$ cat config.mk
export PLATFORM = sky130hd
export DESIGN_NAME = smni_input_status
export DESIGN_NICKNAME = d
export VERILOG_FILES = /design/src/rtl/smni_input_status.v /design/src/rtl/smni_heartbeat.v /design/src/rtl/smni_capture_channel.v
export VERILOG_INCLUDE_DIRS = /design/src /design/src/inc
export SDC_FILE = /design/constraint.sdc
export NUM_CORES = 1
export LEC_CHECK = 0
export ABC_AREA = 1
export BUFFER_PORTS_ARGS = -buffer_cell sky130_fd_sc_hd__buf_2
export CAP_MARGIN = 10
export CELL_PAD_IN_SITES_DETAIL_PLACEMENT = 1
export CELL_PAD_IN_SITES_GLOBAL_PLACEMENT = 1
export CORE_ASPECT_RATIO = 0.8
export CORE_MARGIN = 1
export CORE_UTILIZATION = 31
export CTS_CLUSTER_DIAMETER = 60
export DETAILED_ROUTE_END_ITERATION = 10
export PLACE_DENSITY = 0.74
export SLEW_MARGIN = 20
export SYNTH_ARGS = -nofsm -noshare
export SYNTH_HDL_FRONTEND = slang
export SYNTH_SLANG_ARGS = --single-unit
export TNS_END_PERCENT = 1
$ cat constraint.sdc
create_clock -name clk -period 1.8 [get_ports clk]
set_input_delay 0.27 -clock clk [delete_from_list [all_inputs] [get_ports clk]]
set_output_delay 0.27 -clock clk [all_outputs]
set_load 0.01 [all_outputs]
$ cat src/inc/smni_consts.vh
// Constants for the network input status map of the two-channel encoder module.
// Assumes a 200 MHz system clock; included by bare name.
`ifndef SMNI_CONSTS_VH
`define SMNI_CONSTS_VH
`define SMNI_WORD_CH1_STATUS 4'h0
`define SMNI_WORD_CH2_STATUS 4'h1
`define SMNI_WORD_CH1_VAL1 4'h2
`define SMNI_WORD_CH1_VAL2 4'h4
`define SMNI_WORD_CH2_VAL1 4'h6
`define SMNI_WORD_CH2_VAL2 4'h8
`define SMNI_WORD_COUNT 4'hA
`define SMNI_BIT_ACK 15
`define SMNI_BIT_HEARTBEAT 14
`define SMNI_BIT_CAPTURED 13
`define SMNI_BIT_INPUT_STATE 12
`define SMNI_BIT_MEM_ERROR 11
`define SMNI_BIT_CMD_ERROR 4
`define SMNI_CMD_TRANSMIT 15
`define SMNI_FUNC_CAP_RISE 4'h4
`define SMNI_FUNC_CAP_FALL 4'h5
`define SMNI_FUNC_CAP_BOTH 4'h6
`define SMNI_SEL_DATA_CAP 4'h3
`define SMNI_SEL_VEL_CAP 4'h4
`define SMNI_HEARTBEAT_MS 500
`define SMNI_CLK_KHZ 200000
`define SMNI_HEARTBEAT_CYCLES (`SMNI_HEARTBEAT_MS * `SMNI_CLK_KHZ)
`endif

$ cat src/rtl/smni_input_status.v
// Network input data map: two status words and four 32-bit value slots.
// Assumes the host command word and configuration arrive on this clock; pins are synchronised here.
`timescale 1ns/10ps
`default_nettype none
`include "smni_consts.vh"
module smni_input_status #(
  parameter [31:0] HEARTBEAT_CYCLES = `SMNI_HEARTBEAT_CYCLES
) (
  input wire clk,
  input wire srst,
  input wire [15:0] commandWord,
  input wire [15:0] reservedMask,
  input wire [1:0] inputPin,
  input wire [3:0] chOneInputFunction,
  input wire [3:0] chTwoInputFunction,
  input wire [3:0] chOneValueSelect,
  input wire [3:0] chTwoValueSelect,
  input wire [1:0] swapWords,
  input wire memoryError,
  input wire [7:0] chOneErrorBits,
  input wire [7:0] chTwoErrorBits,
  input wire [31:0] chOneDataValue,
  input wire [31:0] chTwoDataValue,
  input wire [31:0] chOneActualValue,
  input wire [31:0] chTwoActualValue,
  input wire [31:0] chOneVelocity,
  input wire [31:0] chTwoVelocity,
  input wire [3:0] wordAddr,
  output reg [15:0] wordData,
  output reg programStrobe,
  output reg [15:0] chOneStatus_reg,
  output reg [15:0] chTwoStatus_reg
);
  ////////////////////////////////////////////////////////////////////////////////
  // Input pin synchronisers.
  reg [1:0] pinMeta_reg;
  reg [1:0] pinSync_reg;
  always @(posedge clk) begin
    if (srst) begin
      pinMeta_reg <= 2'h0;
      pinSync_reg <= 2'h0;
    end else begin
      pinMeta_reg <= inputPin;
      pinSync_reg <= pinMeta_reg;
    end
  end

  ////////////////////////////////////////////////////////////////////////////////
  // Transmit handshake and command error.
  reg transmitPrev_reg;
  reg ack_reg;
  reg cmdErrOne_reg;
  reg cmdErrTwo_reg;
  wire transmit = commandWord[`SMNI_CMD_TRANSMIT];
  wire transmitRise = transmit & ~transmitPrev_reg;
  wire reservedSet = |(commandWord & reservedMask);
  wire noCommand = ~|commandWord[`SMNI_CMD_TRANSMIT-1:0];
  always @(posedge clk) begin
    if (srst) begin
      transmitPrev_reg <= 1'b0;
      ack_reg <= 1'b0;
      cmdErrOne_reg <= 1'b0;
      cmdErrTwo_reg <= 1'b0;
      programStrobe <= 1'b0;
    end else begin
      transmitPrev_reg <= transmit;
      if (!transmit) begin
        ack_reg <= 1'b0;
      end else if (transmitRise) begin
        ack_reg <= 1'b1;
      end
      if (transmitRise) begin
        cmdErrOne_reg <= reservedSet;
        cmdErrTwo_reg <= reservedSet;
      end
      // Parameters are only programmed when some command bit rides the edge.
      programStrobe <= transmitRise & ~noCommand & ~reservedSet;
    end
  end

  ////////////////////////////////////////////////////////////////////////////////
  // Heartbeat and capture channels.
  wire beat;
  smni_heartbeat #(
    .HALF_PERIOD(HEARTBEAT_CYCLES)
  ) uHeartbeat (
    .clk(clk),
    .srst(srst),
    .beat(beat)
  );

  wire [1:0] capFlag;
  wire [1:0] inState;
  wire [63:0] capValue;
  wire [7:0] inFunc = {chTwoInputFunction, chOneInputFunction};
  wire [63:0] dataVals = {chTwoDataValue, chOneDataValue};
  genvar ch;
  generate
    for (ch = 0; ch < 2; ch = ch + 1) begin : gChannel
      smni_capture_channel uCapture (
        .clk(clk),
        .srst(srst),
        .inputSync(pinSync_reg[ch]),
        .inputFunction(inFunc[ch*4 +: 4]),
        .dataValue(dataVals[ch*32 +: 32]),
        .clearCaptured(transmitRise),
        .capturedFlag(capFlag[ch]),
        .capturedValue(capValue[ch*32 +: 32]),
        .inputState(inState[ch])
      );
    end
  endgenerate

  ////////////////////////////////////////////////////////////////////////////////
  // Value slot selection.
  reg [31:0] oneFirst;
  reg [31:0] oneSecond;
  reg [31:0] twoFirst;
  reg [31:0] twoSecond;
  always @* begin
    case (chOneValueSelect)
      4'h1: begin
        oneFirst = chOneDataValue;
        oneSecond = chOneVelocity;
      end
      4'h2: begin
        oneFirst = chOneVelocity;
        oneSecond = chOneActualValue;
      end
      `SMNI_SEL_DATA_CAP: begin
        oneFirst = chOneDataValue;
        oneSecond = capValue[31:0];
      end
      `SMNI_SEL_VEL_CAP: begin
        oneFirst = chOneVelocity;
        oneSecond = capValue[31:0];
      end
      default: begin
        oneFirst = chOneDataValue;
        oneSecond = chOneActualValue;
      end
    endcase
    case (chTwoValueSelect)
      4'h1: begin
        twoFirst = chTwoDataValue;
        twoSecond = chTwoVelocity;
      end
      4'h2: begin
        twoFirst = chTwoVelocity;
        twoSecond = chTwoActualValue;
      end
      `SMNI_SEL_DATA_CAP: begin
        twoFirst = chTwoDataValue;
        twoSecond = capValue[63:32];
      end
      `SMNI_SEL_VEL_CAP: begin
        twoFirst = chTwoVelocity;
        twoSecond = capValue[63:32];
      end
      default: begin
        twoFirst = chTwoDataValue;
        twoSecond = chTwoActualValue;
      end
    endcase
  end

  ////////////////////////////////////////////////////////////////////////////////
  // Status words and word read port.
  reg [15:0] statusOne_next;
  reg [15:0] statusTwo_next;
  always @* begin
    statusOne_next = 16'h0000;
    statusOne_next[`SMNI_BIT_ACK] = ack_reg;
    statusOne_next[`SMNI_BIT_HEARTBEAT] = beat;
    statusOne_next[`SMNI_BIT_CAPTURED] = capFlag[0];
    statusOne_next[`SMNI_BIT_INPUT_STATE] = inState[0];
    statusOne_next[`SMNI_BIT_MEM_ERROR] = memoryError;
    statusOne_next[10:5] = chOneErrorBits[7:2];
    statusOne_next[`SMNI_BIT_CMD_ERROR] = cmdErrOne_reg;
    statusOne_next[3:2] = chOneErrorBits[1:0];
    statusTwo_next = 16'h0000;
    statusTwo_next[`SMNI_BIT_CAPTURED] = capFlag[1];
    statusTwo_next[`SMNI_BIT_INPUT_STATE] = inState[1];
    statusTwo_next[10:5] = chTwoErrorBits[7:2];
    statusTwo_next[`SMNI_BIT_CMD_ERROR] = cmdErrTwo_reg;
    statusTwo_next[3:2] = chTwoErrorBits[1:0];
  end

  // Word order: unswapped puts the low half first; swap reverses the pair.
  function [15:0] pick;
    input [31:0] value;
    input upperWord;
    input swap;
    begin
      pick = (upperWord ^ swap) ? value[31:16] : value[15:0];
    end
  endfunction

  reg [15:0] wordData_next;
  always @* begin
    case (wordAddr)
      4'h0: wordData_next = statusOne_next;
      4'h1: wordData_next = statusTwo_next;
      4'h2: wordData_next = pick(oneFirst, 1'b0, swapWords[0]);
      4'h3: wordData_next = pick(oneFirst, 1'b1, swapWords[0]);
      4'h4: wordData_next = pick(oneSecond, 1'b0, swapWords[0]);
      4'h5: wordData_next = pick(oneSecond, 1'b1, swapWords[0]);
      4'h6: wordData_next = pick(twoFirst, 1'b0, swapWords[1]);
      4'h7: wordData_next = pick(twoFirst, 1'b1, swapWords[1]);
      4'h8: wordData_next = pick(twoSecond, 1'b0, swapWords[1]);
      4'h9: wordData_next = pick(twoSecond, 1'b1, swapWords[1]);
      default: wordData_next = 16'h0000;
    endcase
  end

  always @(posedge clk) begin
    if (srst) begin
      wordData <= 16'h0000;
      chOneStatus_reg <= 16'h0000;
      chTwoStatus_reg <= 16'h0000;
    end else begin
      wordData <= wordData_next;
      chOneStatus_reg <= statusOne_next;
      chTwoStatus_reg <= statusTwo_next;
    end
  end
endmodule
`default_nettype wire

$ cat src/rtl/smni_heartbeat.v
// Free-running heartbeat that toggles its output once per half period.
// Assumes one clock and synchronous active-high reset.
`timescale 1ns/10ps
`default_nettype none
`include "smni_consts.vh"
module smni_heartbeat #(
  parameter [31:0] HALF_PERIOD = `SMNI_HEARTBEAT_CYCLES
) (
  input wire clk,
  input wire srst,
  output reg beat
);
  reg [31:0] countReg;
  always @(posedge clk) begin
    if (srst) begin
      countReg <= 32'h0;
      beat <= 1'b0;
    end else if (countReg == HALF_PERIOD - 32'h1) begin
      countReg <= 32'h0;
      beat <= ~beat;
    end else begin
      countReg <= countReg + 32'h1;
    end
  end
endmodule
`default_nettype wire

$ cat src/rtl/smni_capture_channel.v
// One channel's discrete-input capture with value-captured flag and lockout.
// Assumes the input pin is already synchronised and the clear is a one-cycle pulse.
`timescale 1ns/10ps
`default_nettype none
`include "smni_consts.vh"
module smni_capture_channel (
  input wire clk,
  input wire srst,
  input wire inputSync,
  input wire [3:0] inputFunction,
  input wire [31:0] dataValue,
  input wire clearCaptured,
  output reg capturedFlag,
  output reg [31:0] capturedValue,
  output reg inputState
);
  reg inputPrev_reg;
  wire rise = inputSync & ~inputPrev_reg;
  wire fall = ~inputSync & inputPrev_reg;
  reg trigger;
  always @* begin
    case (inputFunction)
      `SMNI_FUNC_CAP_RISE: trigger = rise;
      `SMNI_FUNC_CAP_FALL: trigger = fall;
      `SMNI_FUNC_CAP_BOTH: trigger = rise | fall;
      default: trigger = 1'b0;
    endcase
  end
  // Lockout: a set flag blocks new captures; a capture arriving on the clear wins.
  wire doCapture = trigger & (~capturedFlag | clearCaptured);
  always @(posedge clk) begin
    if (srst) begin
      inputPrev_reg <= 1'b0;
      capturedFlag <= 1'b0;
      capturedValue <= 32'h0;
      inputState <= 1'b0;
    end else begin
      inputPrev_reg <= inputSync;
      inputState <= inputSync;
      if (doCapture) begin
        capturedFlag <= 1'b1;
        capturedValue <= dataValue;
      end else if (clearCaptured) begin
        capturedFlag <= 1'b0;
      end
    end
  end
endmodule
`default_nettype wire

After elaboration in Yosys (flattened, before gate mapping)
Index checks and enable logic that the tools add are counted.
{"block": "word_totals", "out_inout_bits": 49, "elab_cells": 97, "in_bits": 267, "ff_bits": 157}
{"block": "op_classes", "reduce_logical": 11, "add_sub_neg": 1, "eq_ne": 24, "bitwise_logic": 24, "muxes": 18}
{"cell": "$pmux W16 S10", "n": 1}
{"cell": "$mux W16", "n": 8}
{"cell": "$pmux W32 S2", "n": 2}
{"cell": "$mux W32", "n": 2}
{"cell": "$eq A4 B3 Y1 const B", "n": 12}
{"cell": "$add A32 B1 Y32 const B", "n": 1}
{"cell": "$eq A32 B27 Y1 const B", "n": 1}
{"cell": "$eq A4 B2 Y1 const B", "n": 6}
{"cell": "$and A16 B16 Y16", "n": 1}
{"cell": "$reduce_or A16 Y1", "n": 1}
{"cell": "$reduce_or A15 Y1", "n": 1}
{"cell": "$eq A4 B1 Y1 const B", "n": 3}
{"cell": "$reduce_or A2 Y1", "n": 6}
{"cell": "$not A1 Y1", "n": 10}
{"cell": "$and A1 B1 Y1", "n": 9}
{"cell": "$eq A4 B4 Y1 const B", "n": 2}
{"cell": "$pmux W1 S3", "n": 2}
{"cell": "$logic_not A4 Y1", "n": 1}
{"cell": "$or A1 B1 Y1", "n": 4}
{"cell": "$reduce_bool A2 Y1", "n": 2}
{"cell": "$mux W1", "n": 3}

Depth between registers and ports, before layout
{"block": "depth", "depth_word": 6, "mapped_depth": 15, "mapped_depth_nobuf": 14}

Hierarchy
A second synthesis with hierarchy kept.
{"block": "hier_totals", "hier_cells": 1766, "area_unflattened_um2": 10291.1}
{"mod": "smni_input_status", "cells_per_inst": 1021, "instances": 1, "area_each_um2": 5531.6, "seq_area_each_um2": 960.9}
{"mod": "smni_capture_channel", "cells_per_inst": 222, "instances": 2, "area_each_um2": 1447.6, "seq_area_each_um2": 680.7}
{"mod": "smni_heartbeat", "cells_per_inst": 301, "instances": 1, "area_each_um2": 1864.3, "seq_area_each_um2": 660.6}

Worst setup path after synthesis
No wires, ideal clock.
{"block": "synth_path", "kind": "register -> register", "startpoint": "register uHeartbeat.countReg[0]", "endpoint": "register uHeartbeat.countReg[28]", "required_ps": 1678, "setup_slack_ps": 147, "synth_period_minus_slack_ps": 1653, "setup_ps": 122, "n_path_buf": 0, "arrival_ps": 1532, "path_stages_with_launch": 12, "path_cell_list": "dfxtp_1 ha_1 nand2_1 nor2_4 nand2_2 nor2_4 nand2_2 clkinv_2 nand2_2 or2_4 o21ai_0 a21oi_1"}
{"block": "synth_between", "elab_chain_cells": 2, "word_cells_on_any_way": 3, "cone_classes": "add/sub (1); eq/ne (1); reduce/logical (1)"}
{"element": "start, declared", "line_no": "smni_heartbeat.v:13", "source": "reg [31:0] countReg;"}
{"element": "start signal, assigned", "line_no": "smni_heartbeat.v:22", "source": "countReg <= countReg + 32'h1;"}
{"element": "branches (longest 2 deep; another with $add A32 B1 Y32)"}
Several ways; the timed one is not identified.
A chain may end at the register's enable or synchronous reset.

==> flow_summary.yaml <==
status:
  status: "finished, final reports clean"
layout:
  top_register: "gChannel.uCapture.capturedValue"
  fin_util_pct: 44.20
  nets: 2263
  top_regs: "gChannel.uCapture.capturedValue x64, uHeartbeat.countReg x32, wordData x16"
  drive_above_1_share_pct: 27.89
  n_fill_cell: 4135
  multi_input_area_sq_mm: 0.005650
  seq_area_sq_mm: 0.002992
  area_growth_pct: 39.69
  largest_reg_flops: 64
routing:
  wl_per_cell_um: 19.91
  drtPass1Iterations: 5
  routed_wl_um: 48280
  drc: 0
  ant_nets: 0
  num_vias: 12540
  drt_iter0_drc: 1107
  vias_per_cell: 5.173
global_routing:
  grt_pass1_wl_um: 72280
  overflow: 0
  grtUsageTotal_pct: 29.90
  grt_max_degree: 49
  antenna_found_initial: 11
  grt_pass1_vias: 12560
synthesis:
  ys_ff_latch: 149
  synthCells: 1590
  yosysWarnings: 0
  ys_types: 46
  dominantRegCellSynth: "dfxtp_1"
  synth_area_per_cell_sq_um: 6.074
  ys_async_sr_fraction_pct: 0
  synth_edf_count: 0
  yosys.area.top_type_share_pct: 30.88
  yosysSeqAreaShare_pct: 30.88
  netlist_area_sq_mm: 0.009658
  post-synth-top-area-cell: "dfxtp_1"
  synthTopCellsByArea: "dfxtp_1 31%, nand2_1 15%, nor2_1 10%, nand3_1 8.5%, inv_1 7.0%"
timing:
  clock.fmax_mhz: 571.2
  whs_ns: 0.04666
  period_share_pct: 97.26
  post-route-min-period_ns: 1.751
  maxSlewViolCount: 0
  setup_tns_ns: 0
  rsz0062_at_grt: "yes"
  maxSlewHeadroom_pct: 55.05
  tightest_slew_ns: 0.6572
  fin_skew_ns: 0.01475
  finalSetupViolations: 0
  finalHoldViolations: 0
critical_path:
  cp_max_fo: 6
  end_kind: "flop"
  path_buf_inv: 4
  crit_family: "buffers and inverters"
  critPathKind: "reg -> reg"
  cp_slowest_cell: "dfxtp_2"
  cp-start-kind: "flop"
  cp_data_required_time_ns: 2.16
  arrival_ns: 2.11
  crit_path_max_incr_delay_ns: 0.33
  path_cells: "inv_1 > ha_1 > o21a_1 > nor2_2 > nand2_2 > clkinvlp_4 > buf_12 > clkbuf_16 > o21ai_0 > a21oi_1"
floorplanning:
  io_pins: 316
  die_w_um: 199.3
  dieHeight_um: 159.9
  core_sq_mm: 0.03052
  start_util_pct: 31.64
  dieArea_sq_mm: 0.03187
  rows: 57
power:
  vdd_ir_drop_max_mv: 0.6668
  p_leak_nw: 6.557
  power_density_mw_per_mm2: 709.6
  p_total_mw: 9.574
cts:
  cts_tree: "yes"
  clockRootBuffer: "clkbuf_16"
  clk_latency_ns: 0.44
  cts_buffers: 17
  cts.sinks: 149
  h-tree-depth: 4
  cts_hold_buf: 0
  path_clk_slew_ns: 0.07
  clockBufferDepth: 2
worst_hold_path:
  worstHoldPathType: "in -> reg"
place:
  io_buffers: 308
  hpwl_um: 37580
  gp_congestion: 0.9525
run:
  max-cap-violations: 0
[cells by family (layout without fill, tap and decap cells)]
logic type	Yosys count	after routing	synth area share [%]
AOI/OAI and AO/OA	241	241	14.41
xor gates and xnor gates	9	9	0.8162
adders and majority gates	5	5	0.6478
buffers and inverters	262	670	11.54
DFF	149	149	30.88
other	1	15	0.03883
and+or+nand+nor	923	923	41.66
[cell usage in the layout, fill, tap and decap left out, types with 49 or more instances in the layout]
cell type / synthesis / layout
nand2_1: 376 / 373
buf_2: 32 / 308
nor2_1: 267 / 263
inv_1: 179 / 177
nand3_1: 164 / 164
dfxtp_1: 149 / 144
buf_4: 20 / 120
o21ai_0: 91 / 88
a21oi_1: 63 / 63
o211ai_1: 49 / 49
[worst paths after layout]
check / cells after the start / slack (ns) / end / from
setup reg to reg: 10 / 0.05 / gChannel[1].uCapture.capturedValue[12] / gChannel[1].uCapture.inputState
hold reg to reg: 2 / 0.41 / pinSync_reg[1] / pinMeta_reg[1]
setup / recovery: 10 / 0.05 / gChannel[1].uCapture.capturedValue[12] / gChannel[1].uCapture.inputState
hold / removal: 3 / 0.05 / chTwoStatus_reg[5] / chTwoErrorBits[2]
[per-stage QoR]
step                setup WS [ns]  cells  cell area [sq um]
floorplan                  0.1469   1596               9681
global placement          -0.1737   2376              12580
detailed placement        -0.2445   2376              12580
CTS                      0.001004   2410              13280
global route             -0.07221   2423              13490
finish                    0.04940   2425              13490
[tightest hold or removal path: stages]
cell and delay [ns]:
buf_2 0.08, inv_1 0.04, nor2_1 0.07
[layout make-up]
type | instances | share of cell area [%]
flip-flops and latches | 149 | 22.17
diodes | 8 | 0.1484
well taps | 413 | 3.830
inverters | 185 | 5.184
clock inverters | 15 | 1.679
multi-input cells | 1185 | 41.88
clock buffers | 17 | 3.153
repair buffers | 453 | 21.95
[cell usage after synthesis, types with 5 or more instances]
master	instances
a21oi_1	63
a22oi_1	5
buf_2	32
buf_4	20
clkbuf_1	21
dfxtp_1	149
ha_1	5
inv_1	179
nand2_1	376
nand2_2	11
nand3_1	164
nand3b_1	7
nand4_1	11
nor2_1	267
nor2_2	8
nor2_4	6
nor3_1	14
nor3_2	5
nor3b_1	5
nor4_1	12
o211ai_1	49
o21ai_0	91
o21ai_1	10
o22ai_1	10
or2_0	12
or2_1	6
or2_2	15
xor2_1	8
[routing by layer]
metal	up-vias	GRT usage, %	routed length [um]
li1	5928	-	-
met3	83	8.912	4563
met4	4	11.35	1484
met1	5980	39.59	21120
met2	549	45.42	21080
met5	-	0	22
[report_power, final]
group / internal [mW] / switching [mW] / total [mW]
clock: 2.39 / 1.76 / 4.15
combinational: 0.780 / 1.13 / 1.91
sequential: 3.43 / 0.0785 / 3.51
[timing repair]
action	in CTS	in global routing
endpoints found under the setup margin	6	80
cloned	1	4
gates resized for setup	4	21
pin swaps	1	4
setup buffers	1	3
Power figures use the tool's default switching activity.
